`src/common/bfe_pkg.sv`:
```
package bfe_pkg;

   // Configuration word layout
   localparam int CFG_W          = 16;
   localparam int G1_LSB         = 0;
   localparam int G1_W           = 2;
   localparam int G2_LSB         = 2;
   localparam int G2_W           = 3;
   localparam int POL_BIT        = 5;
   localparam int RES_LSB        = 6;
   localparam int RES_W          = 4;
   localparam logic [15:0] CFG_RESET = 16'h0000;

   // Resolution range in bits
   localparam logic [4:0] RES_MIN = 5'h0A;
   localparam logic [4:0] RES_MAX = 5'h10;

   // Gains in tenths
   localparam logic [8:0] G1_X10_00 = 9'h078;
   localparam logic [8:0] G1_X10_01 = 9'h0C8;
   localparam logic [8:0] G1_X10_10 = 9'h12C;
   localparam logic [8:0] G1_X10_11 = 9'h190;
   localparam logic [4:0] G2_X10_BASE = 5'h0B;

   // Minimum settle length of each measurement phase in clocks
   localparam logic [7:0] PHASE_CYC = 8'h10;

   // Amplifier input sources
   typedef enum logic [1:0] {
      BFE_SRC_BRIDGE = 2'h0,
      BFE_SRC_TEMP   = 2'h1,
      BFE_SRC_SHORT  = 2'h2
   } bfe_src_e;

   typedef enum logic [1:0] {
      BFE_MODE_CYCLE = 2'h0,
      BFE_MODE_CMD   = 2'h1
   } bfe_mode_e;

   // Front-end settings held during a measurement
   typedef struct packed {
      logic [8:0] g1_x10;
      logic [4:0] g2_x10;
      logic       invert;
      logic [4:0] res_bits;
   } bfe_gain_s;

   // Analog control bundle
   typedef struct packed {
      bfe_src_e   src;
      logic       autozero;
      logic       convert;
      logic       chop_inv;
   } bfe_ana_s;

endpackage

```
`src/design/bfe_gain_decode.sv`:
```
`timescale 1ns/1ps
module bfe_gain_decode
   import bfe_pkg::*;
(
   // Configuration in
   input  wire logic [CFG_W-1:0] cfg_word,
   // Decoded settings out
   output bfe_gain_s             gain
);

   function automatic logic [8:0] g1_decode(input logic [1:0] sel);
      case (sel)
         2'h0:    g1_decode = G1_X10_00;
         2'h1:    g1_decode = G1_X10_01;
         2'h2:    g1_decode = G1_X10_10;
         default: g1_decode = G1_X10_11;
      endcase
   endfunction

   wire logic [G1_W-1:0]  first_stage_gain_sel;
   wire logic [G2_W-1:0]  second_stage_gain_sel;
   wire logic [RES_W-1:0] res_code;
   wire logic [4:0]       res_raw;

   assign first_stage_gain_sel  = cfg_word[G1_LSB +: G1_W];
   assign second_stage_gain_sel = cfg_word[G2_LSB +: G2_W];
   assign res_code              = cfg_word[RES_LSB +: RES_W];
   assign res_raw               = RES_MIN + {1'b0, res_code};
   assign gain.g1_x10   = g1_decode(first_stage_gain_sel);
   assign gain.g2_x10   = G2_X10_BASE + {2'h0, second_stage_gain_sel};
   assign gain.invert   = cfg_word[POL_BIT];
   assign gain.res_bits = (res_raw > RES_MAX) ? RES_MAX : res_raw;

endmodule

```
`src/design/bfe_front_end_ctrl.sv`:
```
`timescale 1ns/1ps
module bfe_front_end_ctrl
   import bfe_pkg::*;
(
   // Clock and supervisor reset
   input  wire logic             ref_clk,
   input  wire logic             sys_rst,
   // Serial interface side
   input  wire logic             cfg_wr,
   input  wire logic [CFG_W-1:0] cfg_wdata,
   input  wire logic             cmd_mode,
   input  wire logic             meas_req,
   input  wire logic             wake_tick,
   output logic [CFG_W-1:0]      front_end_config_word,
   output logic                  busy_ff,
   output logic                  done_ff,
   // Converter side
   input  wire logic             conv_done,
   input  wire logic [15:0]      conv_data,
   // Analog controls
   output bfe_ana_s              ana_ff,
   output bfe_gain_s             gain_ff,
   output logic                  sleep_ff,
   // Results for correction math
   output logic [15:0]           bridge_raw_ff,
   output logic [15:0]           temp_raw_ff,
   output logic [15:0]           offset_comb_ff
);

   typedef enum logic [6:0] {
      ST_SLEEP = 7'h01,
      ST_AZB   = 7'h02,
      ST_BRG   = 7'h04,
      ST_AZT   = 7'h08,
      ST_TMP   = 7'h10,
      ST_OFS   = 7'h20,
      ST_DONE  = 7'h40
   } bfe_state_e;

   bfe_state_e  state_ff;
   bfe_state_e  nxt_state;
   logic [CFG_W-1:0] cfg_ff;
   logic [15:0] az_br_ff;
   logic [15:0] az_tm_ff;
   logic [7:0]  settle_ff;
   bfe_gain_s   gain_dec;
   bfe_mode_e   mode;

   wire logic   start;
   wire logic   step_done;
   wire logic   in_meas;

   bfe_gain_decode u_dec (
      .cfg_word (cfg_ff),
      .gain     (gain_dec)
   );

   assign mode      = cmd_mode ? BFE_MODE_CMD : BFE_MODE_CYCLE;
   assign start     = (state_ff == ST_SLEEP) &&
                      ((mode == BFE_MODE_CYCLE) ? wake_tick : meas_req);
   assign in_meas   = (state_ff != ST_SLEEP) && (state_ff != ST_DONE);
   assign step_done = in_meas && (settle_ff == PHASE_CYC) && conv_done;
   assign front_end_config_word = cfg_ff;

   always_ff @(posedge ref_clk or posedge sys_rst) begin
      if (sys_rst) begin
         cfg_ff <= CFG_RESET;
      end else if (cfg_wr) begin
         cfg_ff <= cfg_wdata;
      end
   end

   always_comb begin
      nxt_state = state_ff;
      case (state_ff)
         ST_SLEEP: if (start) nxt_state = ST_AZB;
         ST_AZB:   if (step_done) nxt_state = ST_BRG;
         ST_BRG:   if (step_done) nxt_state = ST_AZT;
         ST_AZT:   if (step_done) nxt_state = ST_TMP;
         ST_TMP:   if (step_done) nxt_state = ST_OFS;
         ST_OFS:   if (step_done) nxt_state = ST_DONE;
         ST_DONE:  nxt_state = ST_SLEEP;
         default:  nxt_state = ST_SLEEP;
      endcase
   end

   always_ff @(posedge ref_clk or posedge sys_rst) begin
      if (sys_rst) begin
         state_ff <= ST_SLEEP;
      end else begin
         state_ff <= nxt_state;
      end
   end

   // Settle count per phase
   always_ff @(posedge ref_clk or posedge sys_rst) begin
      if (sys_rst) begin
         settle_ff <= 8'h00;
      end else if (!in_meas || step_done) begin
         settle_ff <= 8'h00;
      end else if (settle_ff != PHASE_CYC) begin
         settle_ff <= settle_ff + 8'h01;
      end
   end

   always_ff @(posedge ref_clk or posedge sys_rst) begin
      if (sys_rst) begin
         gain_ff <= '0;
      end else if (start) begin
         gain_ff <= gain_dec;
      end
   end

   always_ff @(posedge ref_clk or posedge sys_rst) begin
      if (sys_rst) begin
         ana_ff <= '{src: BFE_SRC_BRIDGE, autozero: 1'b0, convert: 1'b0, chop_inv: 1'b0};
      end else begin
         case (nxt_state)
            ST_AZB:  ana_ff <= '{src: BFE_SRC_BRIDGE, autozero: 1'b1, convert: 1'b1,
                                 chop_inv: start ? gain_dec.invert : gain_ff.invert};
            ST_BRG:  ana_ff <= '{src: BFE_SRC_BRIDGE, autozero: 1'b0, convert: 1'b1,
                                 chop_inv: gain_ff.invert};
            ST_AZT:  ana_ff <= '{src: BFE_SRC_TEMP, autozero: 1'b1, convert: 1'b1, chop_inv: 1'b0};
            ST_TMP:  ana_ff <= '{src: BFE_SRC_TEMP, autozero: 1'b0, convert: 1'b1, chop_inv: 1'b0};
            ST_OFS:  ana_ff <= '{src: BFE_SRC_SHORT, autozero: 1'b0, convert: 1'b1, chop_inv: 1'b0};
            default: ana_ff <= '{src: BFE_SRC_BRIDGE, autozero: 1'b0, convert: 1'b0, chop_inv: 1'b0};
         endcase
      end
   end

   // Capture converter results
   // offset minus bridge auto-zero
   // raw values handed to correction math
   always_ff @(posedge ref_clk or posedge sys_rst) begin
      if (sys_rst) begin
         az_br_ff       <= 16'h0000;
         az_tm_ff       <= 16'h0000;
         bridge_raw_ff  <= 16'h0000;
         temp_raw_ff    <= 16'h0000;
         offset_comb_ff <= 16'h0000;
      end else if (step_done) begin
         case (state_ff)
            ST_AZB:  az_br_ff <= conv_data;
            ST_BRG:  bridge_raw_ff <= conv_data - az_br_ff;
            ST_AZT:  az_tm_ff <= conv_data;
            ST_TMP:  temp_raw_ff <= conv_data - az_tm_ff;
            ST_OFS:  offset_comb_ff <= conv_data - az_br_ff;
            default: az_br_ff <= az_br_ff;
         endcase
      end
   end

   // Status and sleep
   // return to sleep
   always_ff @(posedge ref_clk or posedge sys_rst) begin
      if (sys_rst) begin
         busy_ff  <= 1'b0;
         done_ff  <= 1'b0;
         sleep_ff <= 1'b1;
      end else begin
         busy_ff  <= (nxt_state != ST_SLEEP) && (nxt_state != ST_DONE);
         done_ff  <= (nxt_state == ST_DONE);
         sleep_ff <= (nxt_state == ST_SLEEP);
      end
   end
endmodule

```
`config.mk`:
```
export PLATFORM = sky130hd
export DESIGN_NAME = bfe_front_end_ctrl
export DESIGN_NICKNAME = d
export VERILOG_FILES = /design/src/common/bfe_pkg.sv /design/src/design/bfe_gain_decode.sv /design/src/design/bfe_front_end_ctrl.sv
export SDC_FILE = /design/constraint.sdc
export NUM_CORES = 1
export LEC_CHECK = 0
export BUFFER_PORTS_ARGS = -buffer_cell sky130_fd_sc_hd__buf_2
export CORE_MARGIN = 3
export CORE_UTILIZATION = 60
export CTS_CLUSTER_DIAMETER = 150
export DETAILED_ROUTE_END_ITERATION = 10
export GPL_TIMING_DRIVEN = 0
export PLACE_DENSITY = 0.85
export SLEW_MARGIN = 20
export SYNTH_ARGS = -nofsm -noshare
export SYNTH_HDL_FRONTEND = slang
export SYNTH_SLANG_ARGS = --single-unit
```
`constraint.sdc`:
```
create_clock -name ref_clk -period 13.8 [get_ports ref_clk]
set_clock_uncertainty 0.2 [all_clocks]
set_input_delay 2.76 -clock ref_clk [delete_from_list [all_inputs] [get_ports ref_clk]]
set_output_delay 2.76 -clock ref_clk [all_outputs]
set_load 0.01 [all_outputs]
```
==> reports/summary.txt, run 1 <==
Worst reg2reg startpoint = settle_ff[0]$_DFFE_PP0P_
Worst-Margin Slew = 0.851 ns
Vias in the first global route = 5,500
Netlist Area Pre-Place = 0.00692 sq mm
CP max-delay cell = o311ai_0
Leak pwr = 0.00429 uW
Post-synth top area share = 48.8%
Synth warnings = 0
1st-iter DRT viols = 463
TritonRoute pass-1 iters = 4
Postcts setup bufs = 0
Synth Area in Simple Gates = 13.7%
Initial antenna violation count = 0
FF-to-FF End = temp_raw_ff[1]$_DFFE_PP0P_
Die area = 0.0129 sq mm
Final Core Density = 75.0%
Worst-path clk slew = 0.05 ns
Reg power frac = 43.1%
Hpwl dp = 11.2 mm
Vias after detailed routing = 5,375
Hold Path Depth = 2
FILL cells = 748
Number of H-tree levels = 4
Outcome = complete, no violations
PwrDens = 132 mW/mm^2
Cell family with most CP delay = compound AO/OA/AOI/OAI gates
# diodes = 0
Switching Power = 315 uW
Final Instance Count excl. Fillers = 970
Post-CTS sizing = 0
Hold-fix buffers, CTS = 0
ANT nets after route = 0
Syn Area/Cell = 10.3 sq um
Share of post-route cells with drive strength above 1 = 27.0%
Std-Cell Rows = 38
Compound-gate portion of the synthesized area = 12.1%
Worst Path Arrival = 5.11 ns
Chip height = 113 microns
Post-synth cell types = 59
Hold Crit Class = reg2reg
Post-synth top area cell = dfrtp_1
Share of synthesized registers carrying an async set or reset = 100%
Final Setup Violations = 0
Residual DRC = 0
Clk sinks = 137
CTS Root Cell = clkbuf_16
Post-synthesis mux area share = 8.10%
Peak VDD IR = 0.000127 V
EDFF count, synth = 0
Area after DPL = 0.00777 sq mm
Worst EP required = 13.92 ns
Startpoint types = primary input
Remaining Overflow, GRT = 0
Slew Viols, Final = 0
Sw frac = 28.8%
Placed insts = 941
Syn Inst Count = 672
Worst slew margin relative to its limit = 42.8%
Final hold viol count = 0
Setup tns final = 0 ns
Initial core utilization = 62.7%
Gr usage total = 25.1%
Port Buffers = 127
Worst path bufs/invs = 2
Crit path time final = 4.99 ns
Reg2Reg Depth = 11
Most common cell after layout, fill and taps aside = dfrtp_1
DIE WIDTH = 113 microns
Multi-input logic area = 0.00317 sq mm
Seq/Total Area, Yosys = 49.6%
XOR/XNOR share of the synthesized area = 4.18%
Max Freq = 0.200 GHz
Post-Synth Adder-Cell Area = 7.63%
Total power = 1090 uW
Final WL = 15.2 mm
Final Cell Area = 0.00827 sq mm
Routed len/inst = 15.7 microns
Critical Path Fanout Max = 4
Gpl congestion = 0.893
Combinational power share = 20.9%
Cell repeated most along the worst path = o21ai_0
CTS tree = yes
FF+latch area = 0.00343 sq mm
Reg2Reg Setup Slack = 10.85 ns
Vias/cell = 5.54
Setup repair after global routing missed its margin = no
Tcrit/Tclk final = 36.2%
CTS Buf Count = 17
Largest family of logic cells by synthesized area = simple AND/OR/NAND/NOR gates
Slowest stage delay, CP = 0.61 ns
First-pass GRT wire length = 25.8 mm
Pin count of the biggest net entering global routing = 98
CP cell instances = buf_2 -> inv_1 -> ha_1 -> fa_1 -> nor2b_1 -> o211a_1 -> o21a_1 -> o311ai_0 -> o21ai_0 -> xnor2_1 -> o21ai_0
Max Cap Viol = 0
Clock share of power = 36.0%
Commonest cells after routing, fill and taps aside = dfrtp_1 (135), buf_2 (130), nand2_1 (112), o21ai_0 (67), inv_1 (49)
P_int = 777 uW
I/O Pins = 131
Worst setup EP type = flop
Clock Tree Buf Depth = 2
Core area = 0.0110 sq mm
Post-synth top flop = dfrtp_1
Clock latency on the worst-skew pair = 0.42 ns
Nets@finish = 900
Hold path start = gain_ff[1]$_DFFE_PP0P_
Largest cells by area after synthesis = dfrtp_1 (49%), mux2_2 (7.8%), ha_1 (7.1%)
Hold Crit Endpoint = gain_ff[1]$_DFFE_PP0P_
FF+latch count, synth = 137
Area Growth Syn to Fin = 19.6%
CP Class = in2reg
## cell type report
type	instances	share of cell area (%)
multi-input combinational	460	38.3
tap	140	2.12
clock inverter	4	0.242
clock buffer	25	5.87
timing repair buffer	128	8.01
inverter	50	2.36
sequential	137	41.5
buffer	26	1.63
## synthesized netlist by cell type (4+ instances only)
cell type and count:
a21o_1 8, nor3b_1 5, nor3_1 5, o21a_1 11
buf_4 5, a21oi_1 19, o31ai_1 9, o21ai_0 67
ha_1 39, nand3_1 11, dfrtp_1 135, nand2b_1 4
or3_1 4, clkbuf_1 16, nand2_1 112, inv_1 50
nor2_1 24, mux2_2 48, xnor2_1 15, a21boi_0 4
and3_1 8, xor2_1 18
## tightest hold or removal path, stage by stage, from the launching register on
cell and delay, ns:
dfrtp_1 0.34, nand2_1 0.05, o31ai_1 0.05
## through the flow
step	setup slack, ns	hold slack, ns
after floorplan	7.18	0.254
after global placement	6.01	0.258
after detailed placement	8.55	0.262
after CTS	8.92	0.276
after global routing	8.67	0.293
final	8.81	0.272
## flip-flops by register name, indices dropped and copies added, names as in the netlist, 5 cells and up
name	cells
az_br_ff	16
temp_raw_ff	16
bridge_raw_ff	16
ana_ff	5
settle_ff	8
front_end_config_word	16
az_tm_ff	16
gain_ff	18
state_ff	7
offset_comb_ff	16
## routing by layer
metal	routed length, microns	GRT usage [%]	share of wire [%]
met1	6610	32.1	43
met2	7280	40.5	48
met3	913	6.58	6.0
met4	426	11.4	2.8
met5	0	0	0
## power by group through the flow
| stage | logic (uW) | clock network, uW | registers [uW] |
|---|---|---|---|
| 2_1_floorplan | 130 | 0 | 491 |
| 5_1_grt | 254 | 415 | 476 |
| 3_3_place_gp | 214 | 0 | 474 |
| 3_5_place_dp | 227 | 0 | 476 |
| 4_1_cts | 229 | 399 | 471 |
| 6_report | 228 | 393 | 471 |
## worst max path at each step
| stage | slack, ns | cells past startpoint | end | from |
|---|---|---|---|---|
| 6_report | 8.81 | 11 | temp_raw_ff[12]$_DFFE_PP0P_ | conv_data[0] |
| 5_1_grt | 8.67 | 11 | temp_raw_ff[12]$_DFFE_PP0P_ | conv_data[0] |
| 4_1_cts | 8.92 | 11 | temp_raw_ff[12]$_DFFE_PP0P_ | conv_data[0] |
| 3_5_place_dp | 8.55 | 11 | temp_raw_ff[12]$_DFFE_PP0P_ | conv_data[0] |
| 3_3_place_gp | 6.01 | 2 | settle_ff[0]$_DFFE_PP0P_ | sys_rst |
| 2_1_floorplan | 7.18 | 1 | ana_ff[0]$_DFF_PP0_ | sys_rst |
## cells by family (layout without fill, tap and decap cells)
| group | after synthesis | after routing |
|---|---|---|
| other | 1 | 2 |
| muxes | 50 | 50 |
| buffers and inverters | 76 | 233 |
| xor gates and xnor gates | 33 | 33 |
| and+or+nand+nor | 196 | 196 |
| DFF | 137 | 137 |
| adders and majority gates | 41 | 41 |
| AOI/OAI and AO/OA | 138 | 138 |
No activity file was read; power rests on OpenSTA's default activity.
==> run 2, diff against run 1 <==
--- a/config.mk
+++ b/config.mk
@@ -7,11 +7,11 @@
 export LEC_CHECK = 0
 export BUFFER_PORTS_ARGS = -buffer_cell sky130_fd_sc_hd__buf_2
 export CORE_MARGIN = 3
-export CORE_UTILIZATION = 60
+export CORE_UTILIZATION = 56
 export CTS_CLUSTER_DIAMETER = 150
 export DETAILED_ROUTE_END_ITERATION = 10
 export GPL_TIMING_DRIVEN = 0
-export PLACE_DENSITY = 0.85
+export PLACE_DENSITY = 0.8
 export SLEW_MARGIN = 20
 export SYNTH_ARGS = -nofsm -noshare
 export SYNTH_HDL_FRONTEND = slang
==> constraint.sdc (replaced) <==
create_clock -name ref_clk -period 4.6 [get_ports ref_clk]
set_clock_uncertainty 0.2 [all_clocks]
set_input_delay 0.92 -clock ref_clk [delete_from_list [all_inputs] [get_ports ref_clk]]
set_output_delay 0.92 -clock ref_clk [all_outputs]
set_load 0.01 [all_outputs]
==> reports/summary.txt, run 2 (same netlist as run 1, synthesis figures left out) <==
Worst reg2reg startpoint = settle_ff[0]$_DFFE_PP0P_
PwrDens = 406 mW/mm^2
Final Setup Violations = 0
Final hold viol count = 0
Setup tns final = 0 ns
GR Util met2 = 37.7%
TritonRoute pass-1 iters = 5
Reg2Reg Setup Slack = 1.69 ns
Worst EP required = 4.70 ns
CP Class = in2reg
P_int = 2470 uW
DIE WIDTH = 117 microns
Reg power frac = 41.3%
ANT nets after route = 0
Largest reg by FF count = gain_ff
Share of post-route cells with drive strength above 1 = 27.7%
CTS Root Cell = clkbuf_16
M3 GR Usage = 6.22%
Most common cell after layout, fill and taps aside = dfrtp_1
Peak VDD IR = 0.000295 V
CTS Buf Count = 17
FF-to-FF End = temp_raw_ff[1]$_DFFE_PP0P_
Nets@finish = 903
Critical Path Sink = offset_comb_ff[15]$_DFFE_PP0P_
Final Core Density = 71.7%
Tcrit/Tclk final = 64.2%
Busiest layer in global routing = met2
Switching Power = 957 uW
Vias in the first global route = 5,350
Hold-fix buffers, CTS = 0
Chip height = 117 microns
FILL cells = 849
Hold slack = 0.275 ns
Sw frac = 27.9%
Area Growth Syn to Fin = 21.9%
Clock share of power = 39.0%
Vias/cell = 5.33
Setup repair after global routing missed its margin = no
Port Buffers = 127
Postcts setup bufs = 0
Remaining Overflow, GRT = 0
Worst-Margin Slew = 0.906 ns
Clock Tree Buf Depth = 2
Hold Crit Class = reg2reg
Clk sinks = 137
First-pass GRT wire length = 25.1 mm
Number of H-tree levels = 4
Combinational power share = 19.7%
Commonest cells after routing, fill and taps aside = dfrtp_1 (135), buf_2 (130), nand2_1 (112), o21ai_0 (67), inv_1 (49)
Std-Cell Rows = 39
Worst setup EP type = flop
Critical Path Fanout Max = 4
Die area = 0.0137 sq mm
Gr usage total = 23.3%
Clock latency on the worst-skew pair = 0.42 ns
Max Cap Viol = 0
Gpl congestion = 0.905
Post-CTS sizing = 0
Hpwl dp = 11.3 mm
Max FFs per register = 18
CTS tree = yes
Worst Path Arrival = 3.05 ns
Routed len/inst = 15.1 microns
Placed insts = 968
Pin count of the biggest net entering global routing = 37
Core area = 0.0118 sq mm
Slew Viols, Final = 0
1st-iter DRT viols = 311
Worst-path clk slew = 0.06 ns
Max Freq = 0.339 GHz
Residual DRC = 0
Final WL = 15.1 mm
Hold path start = temp_raw_ff[0]$_DFFE_PP0P_
Startpoint types = primary input
Worst slew margin relative to its limit = 39.1%
Initial antenna violation count = 1
Reg2Reg Depth = 11
Crit path time final = 2.95 ns
I/O Pins = 131
Final Instance Count excl. Fillers = 1,000
GRT met1 Usage = 30.8%
Initial core utilization = 58.8%
Vias after detailed routing = 5,329
Worst Setup SP = conv_data[2]
Outcome = complete, no violations
Leak pwr = 0.00435 uW
## run 2: layout make-up
cell class	instances	area [sq um]	area share, %
multi-input combinational	460	3170	37.6
sequential	137	3430	40.7
buffer	26	135	1.60
clock buffer	20	447	5.30
antenna	2	5.00	0.0593
tap	164	205	2.43
timing repair buffer	131	723	8.57
inverter	50	191	2.27
clock inverter	10	128	1.51
## run 2: metal layers
metal / wire, microns / vias up
met5: 0 / -
met4: 257 / 0
met3: 770 / 22
met2: 7290 / 138
met1: 6820 / 2576
li1: - / 2593
## run 2: power by group through the flow
stage	combinational (uW)	sequential [uW]	clock [uW]
finish	676	1410	1330
global route	771	1430	1410
CTS	681	1420	1350
detailed placement	674	1430	0
global placement	643	1430	0
floorplan	392	1470	0
## run 2: worst min path at each step
stage,endpoint,slack (ns),cells after the start
final,temp_raw_ff[0]$_DFFE_PP0P_,0.28,2
after detailed placement,temp_raw_ff[0]$_DFFE_PP0P_,0.26,2
after global routing,temp_raw_ff[3]$_DFFE_PP0P_,0.30,2
after global placement,offset_comb_ff[4]$_DFFE_PP0P_,0.26,2
after CTS,temp_raw_ff[0]$_DFFE_PP0P_,0.28,2
after floorplan,az_br_ff[0]$_DFFE_PP0P_,0.25,2
## run 2: metrics by stage
| step | setup slack (ns) | instance area (sq um) | power, uW |
|---|---|---|---|
| final | 1.65 | 8430 | 3430 |
| after global routing | 1.46 | 8430 | 3610 |
| after CTS | 1.66 | 8430 | 3450 |
| after detailed placement | 1.22 | 7860 | 2110 |
| after global placement | 1.06 | 7770 | 2070 |
| after floorplan | 1.61 | 6930 | 1860 |
## run 2: worst max-delay path: stages
cell and delay, ns:
buf_2 0.14, ha_1 0.36, o21a_1 0.19, o31a_1 0.12, o221a_2 0.28, nor4_1 0.43, o31ai_1 0.17, xnor2_1 0.17
mux2_2 0.27
==> run 3, diff against run 2 <==
--- a/config.mk
+++ b/config.mk
@@ -5,13 +5,14 @@
 export SDC_FILE = /design/constraint.sdc
 export NUM_CORES = 1
 export LEC_CHECK = 0
+export ABC_AREA = 1
 export BUFFER_PORTS_ARGS = -buffer_cell sky130_fd_sc_hd__buf_2
 export CORE_MARGIN = 3
-export CORE_UTILIZATION = 56
+export CORE_UTILIZATION = 51
 export CTS_CLUSTER_DIAMETER = 150
 export DETAILED_ROUTE_END_ITERATION = 10
 export GPL_TIMING_DRIVEN = 0
-export PLACE_DENSITY = 0.8
+export PLACE_DENSITY = 0.76
 export SLEW_MARGIN = 20
 export SYNTH_ARGS = -nofsm -noshare
 export SYNTH_HDL_FRONTEND = slang
==> constraint.sdc (replaced) <==
create_clock -name ref_clk -period 2.6 [get_ports ref_clk]
set_clock_uncertainty 0.2 [all_clocks]
set_input_delay 0.52 -clock ref_clk [delete_from_list [all_inputs] [get_ports ref_clk]]
set_output_delay 0.52 -clock ref_clk [all_outputs]
set_load 0.01 [all_outputs]
==> reports/summary.txt, run 3 <==
Outcome = complete, no violations
Syn Area/Cell = 8.20 sq um
1st-iter DRT viols = 346
CP cell instances = ha_1 -> fa_1 -> o21ai_0 -> a21oi_1 -> xor2_1 -> nand2_1 -> nand2_1
Met2 wire length = 7.85 mm
Area Growth Syn to Fin = 19.9%
Metal-1 WL = 7.87 mm
FF+latch count, synth = 137
PwrDens = 643 mW/mm^2
Syn Inst Count = 933
Critical Path Fanout Max = 3
Tcrit/Tclk final = 86.8%
Die area = 0.0165 sq mm
I/O Pins = 131
Post-synth top flop = dfrtp_1
Worst path bufs/invs = 0
Setup repair after global routing missed its margin = no
Final Setup Violations = 0
Residual DRC = 0
Post-synth top area share = 44.1%
Post-synth cell types = 42
Initial core utilization = 52.5%
Cell family with most CP delay = adder cells
Reg2Reg Setup Slack = 0.34 ns
Setup tns final = 0 ns
Netlist Area Pre-Place = 0.00765 sq mm
Leak pwr = 0.00508 uW
Port Buffers = 127
DR top layer = met4
Most common cell in the netlist = nand2_1
Routed len/inst = 13.0 microns
Std-Cell Rows = 44
Gr usage total = 21.6%
First-pass GRT wire length = 28.7 mm
Worst Setup SP = az_br_ff[0]$_DFFE_PP0P_
Final hold viol count = 0
Slowest stage delay, CP = 0.44 ns
Peak VDD IR = 0.000509 V
Clock Tree Buf Depth = 2
Critical Path Sink = offset_comb_ff[8]$_DFFE_PP0P_
FF+latch area = 0.00343 sq mm
CTS Buf Count = 17
CP max-delay cell = fa_1
Final WL = 16.7 mm
Cell repeated most along the worst path = nand2_1
Hold Crit Class = in2reg
Largest cells by area after synthesis = dfrtp_1 (44%), nand2_1 (15%), inv_1 (6.6%)
Vias after detailed routing = 6,244
Multi-input logic area = 0.00349 sq mm
Worst reg2reg startpoint = az_br_ff[0]$_DFFE_PP0P_
ANT nets after route = 0
Clock latency on the worst-skew pair = 0.42 ns
DIE WIDTH = 128 microns
Number of H-tree levels = 4
Initial antenna violation count = 1
Reg2Reg Depth = 7
Crit path time final = 2.26 ns
Most common cell after layout, fill and taps aside = nand2_1
Final Instance Count excl. Fillers = 1,283
Nets@finish = 1,165
Worst slew margin relative to its limit = 66.7%
CTS Root Cell = clkbuf_16
Core area = 0.0146 sq mm
Worst EP required = 2.76 ns
Worst setup EP type = flop
CTS tree = yes
Max Freq = 0.443 GHz
Final worst slack = 0.343 ns
Remaining Overflow, GRT = 0
Worst-path clk slew = 0.06 ns
Clk sinks = 137
Max Cap Viol = 0
Met3 routed WL = 617 microns
Worst-Margin Slew = 0.494 ns
Largest reg by FF count = gain_ff
Vias in the first global route = 6,168
Pin count of the biggest net entering global routing = 37
EDFF count, synth = 0
CP Class = reg2reg
Placement Setup Slack = 0.00888 ns
Share of post-route cells with drive strength above 1 = 23.5%
Critical path depth = 7
Hpwl dp = 13.0 mm
Commonest cells post-synth = nand2_1 (310), dfrtp_1 (135), inv_1 (135)
Post-synth top area cell = dfrtp_1
FILL cells = 1,277
Postcts setup bufs = 0
Commonest cells after routing, fill and taps aside = nand2_1 (310), dfrtp_1 (135), inv_1 (134), buf_2 (128), nand3_1 (56)
Vias/cell = 4.87
Slew Viols, Final = 0
Chip height = 128 microns
Share of synthesized registers carrying an async set or reset = 100%
Placed insts = 1,249
Gpl congestion = 0.882
Synth warnings = 0
FF-to-FF End = offset_comb_ff[8]$_DFFE_PP0P_
TritonRoute pass-1 iters = 4
Worst Path Arrival = 2.41 ns
Max FFs per register = 18
Seq/Total Area, Yosys = 44.8%
Startpoint types = flop
run 3: layout make-up:
class                           count  area share (%)
Antenna cell                        1          0.0273
Timing Repair Buffer              132            7.99
Clock buffer                       19            4.94
Multi-Input combinational cell    636            38.1
Inverter                          141            5.89
Sequential cell                   137            37.4
Tap cell                          184            2.51
Clock inverter                     13            1.06
Buffer                             20            2.11
run 3: what timing repair did:
item                                    4_1_cts  5_1_grt
gates resized for setup                       0        0
hold buffers                                  1        0
endpoints found under the hold margin        12        0
endpoints found under the setup margin        0        0
run 3: cell families (layout without fill, tap and decap cells):
group	after synthesis	count (layout)	share of synthesized area [%]
simple gates	460	460	26.4
xor+xnor	20	20	2.29
fa+ha+maj	41	41	6.90
other cells	1	3	0.0490
mux	8	8	1.18
compound gates	105	105	8.83
flops	137	137	44.8
buf+inv	161	325	9.55
run 3: report_power, final:
part	total [uW]	internal (uW)	switching (uW)	leakage (uW)
registers	2500	2370	129	0.00184
logic	1200	450	746	0.00299
clock network	2210	1270	936	0.000250
run 3: worst min path at each step:
stage                     depth (start not counted)  slack [ns]                     startpoint                                   end
after floorplan                                   2        0.25       az_br_ff[10]$_DFFE_PP0P_              az_br_ff[10]$_DFFE_PP0P_
after global placement                            2        0.25  offset_comb_ff[7]$_DFFE_PP0P_         offset_comb_ff[7]$_DFFE_PP0P_
after detailed placement                          2        0.25  offset_comb_ff[5]$_DFFE_PP0P_         offset_comb_ff[5]$_DFFE_PP0P_
after CTS                                         3        0.09                   cfg_wdata[3]  front_end_config_word[3]$_DFFE_PP0P_
after global routing                              3        0.11                   cfg_wdata[4]  front_end_config_word[4]$_DFFE_PP0P_
final                                             3         0.1                   cfg_wdata[3]  front_end_config_word[3]$_DFFE_PP0P_
run 3: tightest hold or removal path, cell delays in order:
cell and delay, ns:
buf_2 0.08, nand2_1 0.04, o21ai_0 0.05
run 3: layer usage:
metal | up-vias | global-route usage, %
met3 | 22 | 4.28
met2 | 115 | 35.7
met1 | 2881 | 28.9
met4 | 0 | 6.61
li1 | 3226 | -
met5 | - | 0
run 3: metrics by stage:
stage	cell area (sq um)	hold WS [ns]	utilization (%)	power, uW
after floorplan	7660	0.255	-	3300
after global placement	8530	0.250	58.4	3680
after detailed placement	8610	0.255	59.0	3730
after CTS	9170	0.0885	62.9	5960
after global routing	9180	0.107	62.9	6230
final	9180	0.0997	62.9	5900
